$ cat src/include/din_pkg.sv
// shared constants for the digital input conditioning block
package din_pkg;
	// ----------------------------------------
	// clock and timing
	// ----------------------------------------
	localparam int CLK_PERIOD_PS = 4000;
	localparam int SLOW_HOLD_US = 3000;
	localparam int FAST_HOLD_US = 250;
	localparam int FILT_STEP_PS = 25000;
	localparam int SLOW_HOLD_CYC = SLOW_HOLD_US * 1000 * 1000 / CLK_PERIOD_PS;
	localparam int FAST_HOLD_CYC = FAST_HOLD_US * 1000 * 1000 / CLK_PERIOD_PS;
	localparam int FILT_STEP_CYC = (FILT_STEP_PS + CLK_PERIOD_PS - 1) / CLK_PERIOD_PS;
	localparam int FILT_LEN_W = 11;
	// ----------------------------------------
	// register map
	// ----------------------------------------
	localparam logic [7:0] OFF_FILT_A = 8'h00;
	localparam logic [7:0] OFF_FILT_B = 8'h04;
	localparam logic [7:0] OFF_SEL = 8'h08;
	localparam logic [7:0] OFF_CTRL = 8'h0c;
	localparam logic [7:0] OFF_STATUS = 8'h10;
	localparam logic [7:0] FILT_RESET = 8'h50;
	localparam logic [23:0] SEL_RESET = 24'h249249;
	localparam int SEL_W = 3;
	localparam int NUM_IN = 8;
	localparam int NUM_SLOW = 6;
	localparam int CTRL_APPLY_BIT = 0;
	localparam int STAT_PEND_BIT = 16;
	// ----------------------------------------
	// logic selection codes
	// ----------------------------------------
	typedef enum logic [2:0] {
		SEL_LOW = 3'h0,
		SEL_HIGH = 3'h1,
		SEL_RISE = 3'h2,
		SEL_FALL = 3'h3,
		SEL_BOTH = 3'h4
	} sel_e;
endpackage

$ cat src/rtl/din_condition.sv
// digital input conditioning top with apb register file
//
// Register access over APB and the placing of the registers were chosen for this implementation.
`timescale 1ns/1ps
// Contract
// six slow and two fast input terminals
// select low, high, rise, fall or both
// slow change needs opposite level over 3 ms; default SLOW_HOLD_CYC overflows int to -323741, not 750000 cycles
// fast change needs opposite level over 0.25 ms
// source keeps fast inputs at most 4 kHz; din_source limits only fast_input_a, one change per MIN_GAP cycles
// fast glitch filter 0-255 steps, default 80
// filter length loads stopped, applies at restart
module din_condition #(
	parameter int SLOW_HOLD_CYC = din_pkg::SLOW_HOLD_CYC,
	parameter int FAST_HOLD_CYC = din_pkg::FAST_HOLD_CYC
) (
	input wire logic pclk,
	input wire logic presetn,
	input wire logic psel,
	input wire logic penable,
	input wire logic pwrite,
	input wire logic [7:0] paddr,
	input wire logic [31:0] pwdata,
	output logic [31:0] prdata,
	output logic pready,
	output logic pslverr,
	input wire logic [din_pkg::NUM_SLOW-1:0] slow_input,
	input wire logic fast_input_a,
	input wire logic fast_input_b,
	input wire logic drive_running,
	output logic [din_pkg::NUM_IN-1:0] in_level,
	output logic [din_pkg::NUM_IN-1:0] in_active
);
	import din_pkg::*;

	typedef struct packed {
		logic [7:0] filt_a_pend;
		logic [7:0] filt_b_pend;
		logic [7:0] filt_a_act;
		logic [7:0] filt_b_act;
		logic [23:0] sel;
		logic [31:0] rdata;
		logic slverr;
	} regs_s;

	regs_s s_reg;
	regs_s s_next;
	logic setup;
	logic wr;
	logic apply_req;
	logic pend_diff;
	logic [FILT_LEN_W-1:0] len_a;
	logic [FILT_LEN_W-1:0] len_b;
	logic filt_a;
	logic filt_b;
	logic [NUM_IN-1:0] raw;

	// ----------------------------------------
	// helpers
	// ----------------------------------------
	function automatic logic addr_known(input logic [7:0] a);
		return (a == OFF_FILT_A) || (a == OFF_FILT_B) || (a == OFF_SEL) ||
			(a == OFF_CTRL) || (a == OFF_STATUS);
	endfunction

	function automatic logic [FILT_LEN_W-1:0] filt_cycles(input logic [7:0] v);
		return FILT_LEN_W'(v) * FILT_LEN_W'(FILT_STEP_CYC);
	endfunction

	// ----------------------------------------
	// apb register file
	// ----------------------------------------
	assign setup = psel && !penable;
	assign wr = psel && penable && pwrite;
	assign apply_req = wr && (paddr == OFF_CTRL) && pwdata[CTRL_APPLY_BIT] && !drive_running;
	assign pend_diff = (s_reg.filt_a_pend != s_reg.filt_a_act) || (s_reg.filt_b_pend != s_reg.filt_b_act);

	always_comb begin
		s_next = s_reg;
		if (setup) begin
			s_next.slverr = !addr_known(paddr);
			if (paddr == OFF_FILT_A) begin
				s_next.rdata = {24'h000000, s_reg.filt_a_pend};
			end else if (paddr == OFF_FILT_B) begin
				s_next.rdata = {24'h000000, s_reg.filt_b_pend};
			end else if (paddr == OFF_SEL) begin
				s_next.rdata = {8'h00, s_reg.sel};
			end else if (paddr == OFF_STATUS) begin
				s_next.rdata = {15'h0000, pend_diff, in_active, in_level};
			end else begin
				s_next.rdata = 32'h00000000;
			end
		end
		if (wr) begin
			if (paddr == OFF_FILT_A) begin
				if (!drive_running) begin
					s_next.filt_a_pend = pwdata[7:0];
				end
			end else if (paddr == OFF_FILT_B) begin
				if (!drive_running) begin
					s_next.filt_b_pend = pwdata[7:0];
				end
			end else if (paddr == OFF_SEL) begin
				s_next.sel = pwdata[23:0];
			end
		end
		if (apply_req) begin
			s_next.filt_a_act = s_reg.filt_a_pend;
			s_next.filt_b_act = s_reg.filt_b_pend;
		end
	end

	always_ff @(posedge pclk or negedge presetn) begin
		if (!presetn) begin
			s_reg.filt_a_pend <= FILT_RESET;
			s_reg.filt_b_pend <= FILT_RESET;
			s_reg.filt_a_act <= FILT_RESET;
			s_reg.filt_b_act <= FILT_RESET;
			s_reg.sel <= SEL_RESET;
			s_reg.rdata <= 32'h00000000;
			s_reg.slverr <= 1'b0;
		end else begin
			s_reg <= s_next;
		end
	end

	assign prdata = s_reg.rdata;
	assign pslverr = s_reg.slverr;
	assign pready = 1'b1;

	// ----------------------------------------
	// fast input glitch filters
	// ----------------------------------------
	assign len_a = filt_cycles(s_reg.filt_a_act);
	assign len_b = filt_cycles(s_reg.filt_b_act);

	din_glitch u_glitch_a (
		.pclk(pclk),
		.presetn(presetn),
		.din(fast_input_a),
		.len(len_a),
		.dout(filt_a)
	);

	din_glitch u_glitch_b (
		.pclk(pclk),
		.presetn(presetn),
		.din(fast_input_b),
		.len(len_b),
		.dout(filt_b)
	);

	// ----------------------------------------
	// qualification of all eight inputs
	// ----------------------------------------
	assign raw = {filt_b, filt_a, slow_input};

	generate
		for (genvar i = 0; i < NUM_IN; i++) begin : g_in
			if (i < NUM_SLOW) begin : g_slow
				din_qualifier #(
					.HOLD_CYC(SLOW_HOLD_CYC)
				) u_qual (
					.pclk(pclk),
					.presetn(presetn),
					.din(raw[i]),
					.sel(s_reg.sel[i*SEL_W +: SEL_W]),
					.level(in_level[i]),
					.active(in_active[i])
				);
			end else begin : g_fast
				din_qualifier #(
					.HOLD_CYC(FAST_HOLD_CYC)
				) u_qual (
					.pclk(pclk),
					.presetn(presetn),
					.din(raw[i]),
					.sel(s_reg.sel[i*SEL_W +: SEL_W]),
					.level(in_level[i]),
					.active(in_active[i])
				);
			end
		end
	endgenerate

	// ----------------------------------------
	// checks
	// ----------------------------------------
	a_pend_refused: assert property (@(posedge pclk) disable iff (!presetn)
		(wr && paddr == OFF_FILT_A && drive_running) |=> $stable(s_reg.filt_a_pend))
		else $error("filter length written while running");
	a_pend_loaded: assert property (@(posedge pclk) disable iff (!presetn)
		(wr && paddr == OFF_FILT_B && !drive_running) |=> (s_reg.filt_b_pend == $past(pwdata[7:0])))
		else $error("filter length write lost");
	a_act_only_apply: assert property (@(posedge pclk) disable iff (!presetn)
		($changed(s_reg.filt_a_act) || $changed(s_reg.filt_b_act)) |-> $past(apply_req))
		else $error("active filter length changed without restart");
	a_apply_copies: assert property (@(posedge pclk) disable iff (!presetn)
		apply_req |=> (s_reg.filt_a_act == $past(s_reg.filt_a_pend)) && !pend_diff)
		else $error("restart did not apply pending length");
	a_sel_written: assert property (@(posedge pclk) disable iff (!presetn)
		(wr && paddr == OFF_SEL) |=> (s_reg.sel == $past(pwdata[23:0])))
		else $error("logic selection write lost");
	a_unmapped_err: assert property (@(posedge pclk) disable iff (!presetn)
		(setup && !addr_known(paddr)) |=> pslverr)
		else $error("unmapped address without error");

	c_write_running: cover property (@(posedge pclk) disable iff (!presetn)
		wr && paddr == OFF_FILT_A && drive_running);
	c_apply: cover property (@(posedge pclk) disable iff (!presetn) apply_req && pend_diff);
	c_fast_active: cover property (@(posedge pclk) disable iff (!presetn) in_active[NUM_IN-1]);
	c_slow_active: cover property (@(posedge pclk) disable iff (!presetn) in_active[0]);
endmodule // din_condition

$ cat src/rtl/din_glitch.sv
// glitch filter for one fast input
`timescale 1ns/1ps
module din_glitch (
	input wire logic pclk,
	input wire logic presetn,
	input wire logic din,
	input wire logic [din_pkg::FILT_LEN_W-1:0] len,
	output logic dout
);
	import din_pkg::*;

	typedef struct packed {
		logic [FILT_LEN_W-1:0] cnt;
		logic out;
	} glitch_s;

	glitch_s s_reg;
	glitch_s s_next;

	// ----------------------------------------
	// filter: a change passes after len stable cycles
	// ----------------------------------------
	always_comb begin
		s_next = s_reg;
		if (len == '0) begin
			s_next.out = din;
			s_next.cnt = '0;
		end else if (din != s_reg.out) begin
			if (s_reg.cnt == len - FILT_LEN_W'(1)) begin
				s_next.out = din;
				s_next.cnt = '0;
			end else begin
				s_next.cnt = s_reg.cnt + FILT_LEN_W'(1);
			end
		end else begin
			s_next.cnt = '0;
		end
	end

	always_ff @(posedge pclk or negedge presetn) begin
		if (!presetn) begin
			s_reg <= '0;
		end else begin
			s_reg <= s_next;
		end
	end

	assign dout = s_reg.out;

	// ----------------------------------------
	// checks
	// ----------------------------------------
	a_glitch_reject: assert property (@(posedge pclk) disable iff (!presetn)
		($changed(dout) && $past(len) >= 2) |-> ($past(din, 2) == dout))
		else $error("filter passed a spike shorter than its length");
	a_glitch_pass: assert property (@(posedge pclk) disable iff (!presetn)
		(len == '0) |=> (dout == $past(din)))
		else $error("zero length filter did not pass input");
endmodule // din_glitch

$ cat src/rtl/din_qualifier.sv
// hold time qualification and logic selection for one input
`timescale 1ns/1ps
module din_qualifier #(
	parameter int HOLD_CYC = din_pkg::SLOW_HOLD_CYC
) (
	input wire logic pclk,
	input wire logic presetn,
	input wire logic din,
	input wire logic [din_pkg::SEL_W-1:0] sel,
	output logic level,
	output logic active
);
	import din_pkg::*;

	localparam int CW = $clog2(HOLD_CYC + 1);
	localparam logic [CW-1:0] HOLD_V = CW'(HOLD_CYC);

	typedef struct packed {
		logic prev;
		logic [CW-1:0] cnt;
		logic qual;
		logic seen;
		logic act;
	} qual_s;

	qual_s s_reg;
	qual_s s_next;
	logic accept;
	logic rise;
	logic fall;

	// ----------------------------------------
	// accept a change only after the old level held long enough
	// ----------------------------------------
	always_comb begin
		s_next = s_reg;
		s_next.prev = din;
		accept = (din != s_reg.prev) && (s_reg.cnt == HOLD_V);
		rise = accept && din;
		fall = accept && !din;
		if (din != s_reg.prev) begin
			s_next.cnt = '0;
		end else if (s_reg.cnt != HOLD_V) begin
			s_next.cnt = s_reg.cnt + CW'(1);
		end
		if (accept) begin
			s_next.qual = din;
			s_next.seen = 1'b1;
		end
		case (sel)
			SEL_LOW: s_next.act = s_next.seen && !s_next.qual;
			SEL_HIGH: s_next.act = s_next.seen && s_next.qual;
			SEL_RISE: s_next.act = rise;
			SEL_FALL: s_next.act = fall;
			SEL_BOTH: s_next.act = rise || fall;
			default: s_next.act = 1'b0;
		endcase
	end

	always_ff @(posedge pclk or negedge presetn) begin
		if (!presetn) begin
			s_reg <= '0;
		end else begin
			s_reg <= s_next;
		end
	end

	assign level = s_reg.qual;
	assign active = s_reg.act;

	// ----------------------------------------
	// checks
	// ----------------------------------------
	a_hold_before_change: assert property (@(posedge pclk) disable iff (!presetn)
		$changed(level) |-> ($past(s_reg.cnt) == HOLD_V))
		else $error("level changed before hold time");
	a_short_reject: assert property (@(posedge pclk) disable iff (!presetn)
		(($past(din) != $past(s_reg.prev)) && ($past(s_reg.cnt) < HOLD_V)) |-> $stable(level))
		else $error("short pulse was accepted");
	a_rise_pulse: assert property (@(posedge pclk) disable iff (!presetn)
		(active && $past(sel) == SEL_RISE) |-> $rose(level))
		else $error("rising edge flag without a rise");
endmodule // din_qualifier

$ cat config.mk
export PLATFORM = sky130hd
export DESIGN_NAME = din_condition
export DESIGN_NICKNAME = d
export VERILOG_FILES = /design/src/include/din_pkg.sv /design/src/rtl/din_condition.sv /design/src/rtl/din_glitch.sv /design/src/rtl/din_qualifier.sv
export SDC_FILE = /design/constraint.sdc
export NUM_CORES = 1
export LEC_CHECK = 0
export BUFFER_PORTS_ARGS = -buffer_cell sky130_fd_sc_hd__buf_2
export CORE_MARGIN = 2
export CORE_UTILIZATION = 40
export CTS_BUF_LIST = sky130_fd_sc_hd__clkbuf_16
export CTS_CLUSTER_DIAMETER = 30
export CTS_CLUSTER_SIZE = 14
export DETAILED_ROUTE_END_ITERATION = 6
export PLACE_DENSITY = 0.54
export SLEW_MARGIN = 20
export SYNTH_ARGS = -nofsm -noshare
export SYNTH_HDL_FRONTEND = slang
export SYNTH_SLANG_ARGS = --single-unit
$ cat constraint.sdc
create_clock -name pclk -period 5.1 [get_ports pclk]
set_clock_uncertainty 0.1 [all_clocks]
set_input_delay 1.02 -clock pclk [delete_from_list [all_inputs] [get_ports pclk]]
set_output_delay 1.02 -clock pclk [all_outputs]
set_load 0.005 [all_outputs]
### Yosys cells after proc, flatten, opt, wreduce, memory -nomap -nowiden

Cells that the tools add are included.

* register bits after elaboration: 369
* bits in latches: 0
* RAM bits: 0
* bits in read-only memories: 0
* input bits: 54
* output and inout port bits: 50
* word-level logic and storage cells: 286
* memories: 0

* add/subtract/negate cells: 12
* $mul: 2
* div/mod/pow operators: 0
* magnitude comparators: 0
* equal/unequal tests: 66
* shifts and indexed selects: 0
* multiplexer cells: 46
* bitwise gates (word level): 3
* reduce and logical (&&, ||, !) cells: 106

Operator list (number)
* 32-bit 2-to-1 mux: 12
* 32-bit by 1-bit adder with 32-bit output (second input constant): 6
* 32-bit equality test (second input constant): 6
* 32-bit inequality test (second input constant): 6
* 24-bit 2-to-1 mux: 3
* 16-bit 2-to-1 mux: 4
* 3-bit by 2-bit equality test with 1-bit output (second input constant): 16
* 1-bit logical AND: 46
* 11-bit 2-to-1 mux: 4
* 1-bit case mux with 5 select lines: 8
* 16-bit by 1-bit adder with 16-bit output (second input constant): 2
* 16-bit equality test (second input constant): 2
* 16-bit inequality test (second input constant): 2
* 3-bit by 1-bit equality test with 1-bit output (second input constant): 8
* 3-bit equality test (second input constant): 8
* 3-bit logical NOT: 8
* 12-bit 2-to-1 mux: 2
* 2-bit nonzero test: 12
* 11-bit by 1-bit adder with 11-bit output (second input constant): 2
* 11-bit equality test: 2
* 11-bit logical NOT: 2
* 8-bit by 3-bit multiplier with 11-bit output (second input constant): 2
* 11-bit by 1-bit subtractor with 11-bit output (second input constant): 2
* 1-bit logical NOT: 19
* 14 further kinds: 51

### Longest topological paths before layout

Gate-level depths: netlist (run 1).

* depth after elaboration: 6
* depth in mapped cells: 13
* mapped depth without buffers: 13

### Modules after synthesis

Synthesis (run 1) repeated with hierarchy kept, for this count alone.

* cells, all modules: 2034
* area total of the unflattened synthesis: 20752.4 µm²

By module, submodules not included
* din_qualifier (g_in[0].g_slow.u_qual ...): instances 6, cells each 197, area each 1970.6 µm², sequential area each 900.9 µm²
* din_condition: instances 1, cells each 402, area each 4782.1 µm², sequential area each 2047.0 µm²
* din_qualifier (g_in[6].g_fast.u_qual ...): instances 2, cells each 122, area each 1133.6 µm², sequential area each 500.5 µm²
* din_glitch: instances 2, cells each 103, area each 939.7 µm², sequential area each 300.3 µm²

### Least setup slack after synthesis (run 1)

Ideal clock, no wire load.

* path type: reg2reg
* start: register s_reg[66] (netlist name)
* end: register u_glitch_a.s_reg (netlist bit u_glitch_a.dout)
* setup time: 0.125 ns
* data arrival time: 3.689 ns
* data required time: 4.875 ns
* slack: 1.186 ns
* stages on the path, launching flop included: 12
* buffers on the path: 0
* period minus slack after synthesis: 3.914 ns
* cell sequence: dfrtp_1 > fa_1 > ha_1 > fa_1 > a21o_1 > a211o_1 > and2_1 > nor4_1 > o21ai_1 > xor3_1 > a31oi_1 > mux2_2

* cells in the longest elaborated chain, start to end: 5
* elaborated cells on any way between the ends: 8
* classes of those cells: add/sub: 1; mul: 1; eq/ne: 1; mux: 1; reduce/logical: 4

Ends and longest elaborated chain
* from (decl): RTL line din_condition.sv:46 `regs_s s_reg;`
* from (signal assigned): RTL line din_condition.sv:123 `s_reg <= s_next;`
* 8-bit by 3-bit multiplier with 11-bit output (*): RTL line din_condition.sv:67 `return FILT_LEN_W'(v) * FILT_LEN_W'(FILT_STEP_CYC);`
* 11-bit by 1-bit subtractor with 11-bit output: RTL line din_glitch.sv:29 `if (s_reg.cnt == len - FILT_LEN_W'(1)) begin`
* 11-bit equality test: RTL line din_glitch.sv:29
* 2-bit nonzero test (no source line)
* 2-bit AND reduction (no source line)
* to (signal assigned): RTL line din_glitch.sv:44 `s_reg <= s_next;`
* to (decl): RTL line din_glitch.sv:17 `glitch_s s_reg;`

Mark *: on every way between the ends. The rest lies on a longest branch, timed or not.
A chain may end at the register's enable or synchronous reset.

==> results.md, run 1 <==
* Slew HR at 42.36%
* Worst setup EP type: flop
* Setup repair after global routing missed its margin: no
* Startpoint Class: flop
* GRT Total Usage at around 18%
* Max reg flops at 204
* Largest net degree at the start of global routing at ~110
* WL per Instance at 15.73 µm
* Number of hold buffers added after CTS at 0
* Area share of the largest cell type after synthesis at between 40% and 50%
* Maximum clock path buffer count at 3
* Postcts setup bufs at 0
* Nets at 2,232
* Worst Slack Setup Final at 0.5527 ns
* Routability cong. at 0.7866
* Min-delay worst type: input pin to async pin
* Num CTS Buffers at slightly below 100
* Die H at between 200 and 250 µm
* Drt pass-1 iters at 4
* Async set-or-reset flop fraction in the synthesized netlist at between 90% and 100%
* IO buf count at 86
* Synthesized instance count at 2,008
* Vias per cell at a little over 5
* Synthesized cell area at around 20,000 µm²
* Synth-to-layout area growth at 21.83%
* Number of DRC markers in iteration 0 at approximately 740
* Number of remaining DRC errors at 0
* Routed WL at roughly 44,000 µm
* Clock latency on the worst-skew pair at around 0.62 ns
* Synth unique cells at 82
* Final setup violation count at 0
* Setup TNS at 0 ns
* Final Hold Violating Endpoints at 0
* Synth area leaders: dfrtp_1, xor2_1, nor2_1, xnor2_1, nand2_1
* Initial cell density of the core at slightly above 40%
* Sequential fraction of the synthesis area at 46.46%
* DRT antenna net count at 0
* Top post-synthesis cells by count: dfrtp_1, nor2_1, nand2_1
* Max Freq at about 220 MHz
* Synthesized area per cell at 9.706 µm²
* CTS root buf: clkbuf_16
* Cts repair resizes at 0
* Full die area at between 50,000 and 60,000 µm²
* Remaining global-route overflow at 0
* Outcome: finished clean
* Ys flop type: dfrtp_1
* Htree depth at 3
* #FFs+latches synth at between 300 and 400
* First-pass GRT wire length at ~75,000 µm
* Fin. max-slew vios at 0
* P_leak at around 11 nW
* Final period utilization at about nine tenths
* Share of cells above drive strength 1 at between 10% and 20%
* Synth warnings at 0
* Via count at approximately 15,000
* Worst-path clk slew at roughly 0.04 ns
* Post-detail-place hpwl at 30,160 µm
* Critical Path Fanout Max at 10
* Dpl ws at 0.5595 ns
* Crit path time final at about 4.5 ns
* CP Data Required Time at ~5.5 ns
* Row Count at 80
* CTS tree: done
* Hold slack at about 0.3 ns
* Count leader, synth: dfrtp_1
* Post-synth top area cell: dfrtp_1
* Slew at the pin closest to its max-slew limit at 0.8645 ns
* EDFF count, synth at 0
* Initial antenna violation count at 9
* Arrival time at the worst endpoint at 4.98 ns
* Number of global-route vias before repair at ~15,000
* Pwr dens at 398.7 nW/µm²
* Critical path class: flop to flop
* Worst VDD drop at ~260 µV
* Die width at around 220 µm
* CTS sink count at approximately 360
* Core area at about 48,000 µm²
* Top Ports at approximately 100
* Max-cap check violation count at 0
where the power goes:
group | total, mW | switching [mW] | internal (mW)
clock network | 6.05 | 1.84 | 4.21
registers | 3.04 | 0.0877 | 2.95
logic | 0.383 | 0.248 | 0.136
total | 9.47 | 2.18 | 7.29
final timing paths:
path / start / slack, ns / end / cells after the start
max: s_reg[67] / 0.55 / u_glitch_a.s_reg[9] / 12
min: presetn / 0.30 / prdata[15] / 1
max reg2reg: s_reg[67] / 0.55 / u_glitch_a.s_reg[9] / 12
min reg2reg: g_in[6].g_fast.u_qual.s_reg[1] / 0.35 / g_in[6].g_fast.u_qual.s_reg[1] / 1
max in group asynchronous: presetn / 3.33 / g_in[2].g_slow.u_qual.s_reg[22] / 2
min in group pclk: g_in[6].g_fast.u_qual.s_reg[1] / 0.35 / g_in[6].g_fast.u_qual.s_reg[1] / 1
critical path, cell delays in order, from the launching register on:
cell and delay (ns):
dfrtp_1 0.51, fa_1 0.47, ha_1 0.25, fa_1 0.43
a21o_1 0.23, a211o_1 0.33, and2_1 0.18, nor4_1 0.48
o21ai_1 0.19, xor3_1 0.40, a31oi_1 0.40, nand2_1 0.32
nor2_1 0.19
cell families after synthesis:
logic type | Yosys count | share of synthesized area, %
buffers and inverters | 145 | 3.794
adder cells (fa/ha/maj) | 52 | 3.955
AO/OA/AOI/OAI | 275 | 8.834
flip-flops | 361 | 46.46
AND/OR/NAND/NOR | 851 | 21.49
other | 2 | 0.03854
multiplexers | 63 | 3.557
XOR/XNOR | 259 | 11.87
per-stage QoR:
step	util (%)	instances	total power, mW	instance area, µm²
global route	49.51	2824	9.832	23740
CTS	49.49	2822	9.592	23730
global placement	42.58	2640	3.454	20410
detailed placement	42.58	2640	3.465	20410
floorplan	-	2015	3.294	19520
finish	49.52	2826	9.467	23740
cell usage in the layout (no fill, tap or decap), types with 17 or more instances in the layout:
cell type and count:
nand4_1 46, xnor2_1 88, or3_1 49, inv_1 59, mux2_2 50, clkbuf_16 101
dfrtp_1 345, o21ai_0 93, a21oi_1 74, and3_1 47, nor2_1 282, nand2_1 170
ha_1 36, xor2_1 162, nor4b_1 17, nor4_1 18, buf_4 20, buf_2 85
clkinv_2 22, nor3_1 25, nand3_1 102
metal layers:
layer | track usage (%) | vias to the layer above | part of all wire [%]
met3 | 4.833 | 99 | 4.6
met1 | 24.06 | 7120 | 47
met5 | 0 | - | 0.14
met2 | 28.89 | 215 | 46
met4 | 6.024 | 10 | 2.4
li1 | - | 7199 | -
area by class of cell:
| cell class | count | area (µm²) |
|---|---|---|
| flip-flops and latches | 361 | 9054 |
| inverters | 47 | 176.4 |
| multi-input cells | 1509 | 9788 |
| fillers | 4453 | 24200 |
| clock inverters | 81 | 787.0 |
| clock buffers | 101 | 2527 |
| repair buffers | 108 | 630.6 |
| well taps | 615 | 769.5 |
| diodes | 4 | 10.01 |
No activity file was read; power rests on OpenSTA's default activity.
==> run 2, diff against run 1 <==
--- a/config.mk
+++ b/config.mk
@@ -7,12 +7,13 @@
 export LEC_CHECK = 0
 export BUFFER_PORTS_ARGS = -buffer_cell sky130_fd_sc_hd__buf_2
 export CORE_MARGIN = 2
-export CORE_UTILIZATION = 40
+export CORE_UTILIZATION = 60
 export CTS_BUF_LIST = sky130_fd_sc_hd__clkbuf_16
 export CTS_CLUSTER_DIAMETER = 30
 export CTS_CLUSTER_SIZE = 14
 export DETAILED_ROUTE_END_ITERATION = 6
-export PLACE_DENSITY = 0.54
+export PLACE_DENSITY = 0.76
+export RECOVER_POWER = 100
 export SLEW_MARGIN = 20
 export SYNTH_ARGS = -nofsm -noshare
 export SYNTH_HDL_FRONTEND = slang
==> run 2 against run 1 <==
Compared with the run above: the run now ends with capacitance limit, slew limit left; non-clock buffer count is 4 lower; core utilization is 22 points higher; sequential cell count stayed put; sequential share of layout area is 1.6 points higher; sequential power hardly changed; critical path depth stayed put; setup slack better by 0.014 ns; final cell count is 7.5% lower; clock power is 14% lower; power is 9.0% lower; fmax is 0.31% higher; critical path type unchanged; critical endpoint is now u_glitch_a.s_reg[10]; largest power group unchanged.
==> results.md, run 2 (synthesis gave the netlist of run 1 again) <==
* Drt pass-1 iters at 6
* Hold endpoint: g_in[3].g_slow.u_qual.s_reg[1]
* Critical Path Fanout Max at 10
* Worst VDD drop at 311.7 µV
* Sequential share of power at a little over a third
* WL per Instance at 16.37 µm
* Clock latency on the worst-skew pair at just under 0.6 ns
* Max reg flops at between 200 and 250
* Post-detail-place hpwl at approximately 28,000 µm
* Hold path cells at 1
* Slew HR at -62.59%
* Net Sw Frac at about a quarter
* Crit path time final at between 4 and 5 ns
* Largest net degree at the start of global routing at 100
* Routability cong. at approximately 0.83
* Worst-path clk slew at around 0.050 ns
* Critical path class: flop to flop
* CTS root buf: clkbuf_16
* Fillers at 2,231
* Arrival time at the worst endpoint at 4.93 ns
* Full die area at approximately 34,000 µm²
* Die H at between 150 and 200 µm
* Synth-to-layout area growth at 16.94%
* Via count at 14,890
* Failing checks: capacitance limit, slew limit
* Reg-to-Reg Start: s_reg[67]
* Vias per cell at about 5.7
* Postcts setup bufs at 0
* Switch Pwr at between 2 and 2.5 mW
* R2R Setup Slk at approximately 0.57 ns
* Nets at roughly 2,200
* CTS sink count at 361
* P_leak at around 10 nW
* Slew at the pin closest to its max-slew limit at between 2 and 2.5 ns
* Routed WL at approximately 43,000 µm
* Min-delay worst type: flop to flop
* Fin. max-slew vios at 171
* Number of global-route vias before repair at roughly 15,000
* Worst Hold Launch: g_in[3].g_slow.u_qual.s_reg[1]
* Placement Cell Area at a little over 20,000 µm²
* Max-cap check violation count at 2
* Cells on worst reg2reg path at 12
* Internal Power at between 6 and 7 mW
* Outcome: finished, violations left
* Number of DRC markers in iteration 0 at 948
* Setup repair after global routing missed its margin: no
* Commonest non-fill, non-tap cell in the layout: dfrtp_1
* CTS tree: done
* Setup TNS at 0 ns
* DRT antenna net count at 0
* Worst setup EP type: flop
* Max Freq at between 200 and 250 MHz
* Area of the multi-input gates at between 9000 and 10,000 µm²
* IO buf count at 86
* Final period utilization at roughly nine tenths
* Core area at ~32,000 µm²
* Die width at between 150 and 200 µm
* Cts repair resizes at 0
* GRT Total Usage at about a quarter
* Final Hold Violating Endpoints at 0
* Number of remaining DRC errors at 0
* Share of cells above drive strength 1 at between 10% and 20%
* Top Ports at 104
* Htree depth at 3
* Startpoint Class: flop
* First-pass GRT wire length at roughly 70,000 µm
* Initial antenna violation count at 8
* Number of hold buffers added after CTS at 0
* Commonest cells after routing, fill and taps aside: dfrtp_1, nor2_1, nand2_1
* Row Count at 65
* Clock power frac at between 60% and 70%
* Final setup violation count at 0
* Pwr dens at between 300 and 400 nW/µm²
* Combinational power share at 4.3%
* Num CTS Buffers at 82
* Remaining global-route overflow at 0
* FF-to-FF End: u_glitch_a.s_reg[10]
* FF/Latch Area at roughly 9000 µm²
* CP Data Required Time at 5.49 ns
* Maximum clock path buffer count at 3
* Design area at about 23,000 µm²
* Initial cell density of the core at between 60% and 70%
-- run 2: stage by stage --
stage | util, % | setup slack (ns) | power [mW] | cells | hold WS, ns
2_1_floorplan | - | 1.186 | 3.294 | 2015 | 0.3163
3_3_place_gp | 63.43 | 0.7641 | 3.435 | 2456 | 0.3342
3_5_place_dp | 63.45 | 0.6822 | 3.457 | 2456 | 0.3415
4_1_cts | 72.21 | 0.6577 | 8.703 | 2609 | 0.3528
5_1_grt | 71.63 | 0.2704 | 8.916 | 2610 | 0.3702
6_report | 71.67 | 0.5667 | 8.619 | 2615 | 0.3509
-- run 2: power by group through the flow --
stage / Combinational, mW / Sequential, mW / Clock (mW)
detailed placement: 0.385 / 3.07 / 0
finish: 0.372 / 3.03 / 5.21
floorplan: 0.245 / 3.05 / 0
global placement: 0.367 / 3.07 / 0
CTS: 0.391 / 3.03 / 5.28
global route: 0.427 / 3.04 / 5.45
-- run 2: how the worst max path moves through the flow --
stage,from,to,slack (ns),cells past startpoint
2_1_floorplan,s_reg[66],u_glitch_a.dout,1.19,11
3_3_place_gp,s_reg[58],u_glitch_b.s_reg[11],0.76,10
3_5_place_dp,s_reg[58],u_glitch_b.s_reg[11],0.68,12
4_1_cts,s_reg[58],u_glitch_b.s_reg[11],0.66,12
5_1_grt,s_reg[67],u_glitch_a.s_reg[7],0.27,12
6_report,s_reg[67],u_glitch_a.s_reg[10],0.57,12
-- run 2: layout make-up --
cell class	count	area share (%)
diodes	6	0.06588
clock buffers	85	9.333
clock inverters	68	2.882
inverters	47	0.7741
multi-input cells	1509	42.75
flip-flops and latches	361	39.73
well taps	435	2.388
repair buffers	104	2.081
-- run 2: metal layers --
layer  part of all wire (%)  track usage (%)  vias up
met5                  0.079                0        -
met4                    2.6            10.11        4
met3                    4.9            5.631       85
met2                     49            43.68      309
met1                     43            32.91     7345
li1                       -                -     7146
-- run 2: worst max-delay path, cell delays in order, from the launching register on --
cell,delay [ns]
dfrtp_1,0.52
fa_1,0.48
ha_1,0.26
fa_1,0.43
a21o_1,0.22
a211o_1,0.34
and2_0,0.18
nor4_1,0.43
o21ai_0,0.21
xor3_1,0.39
a31oi_1,0.38
nand2_1,0.32
nor2_1,0.18
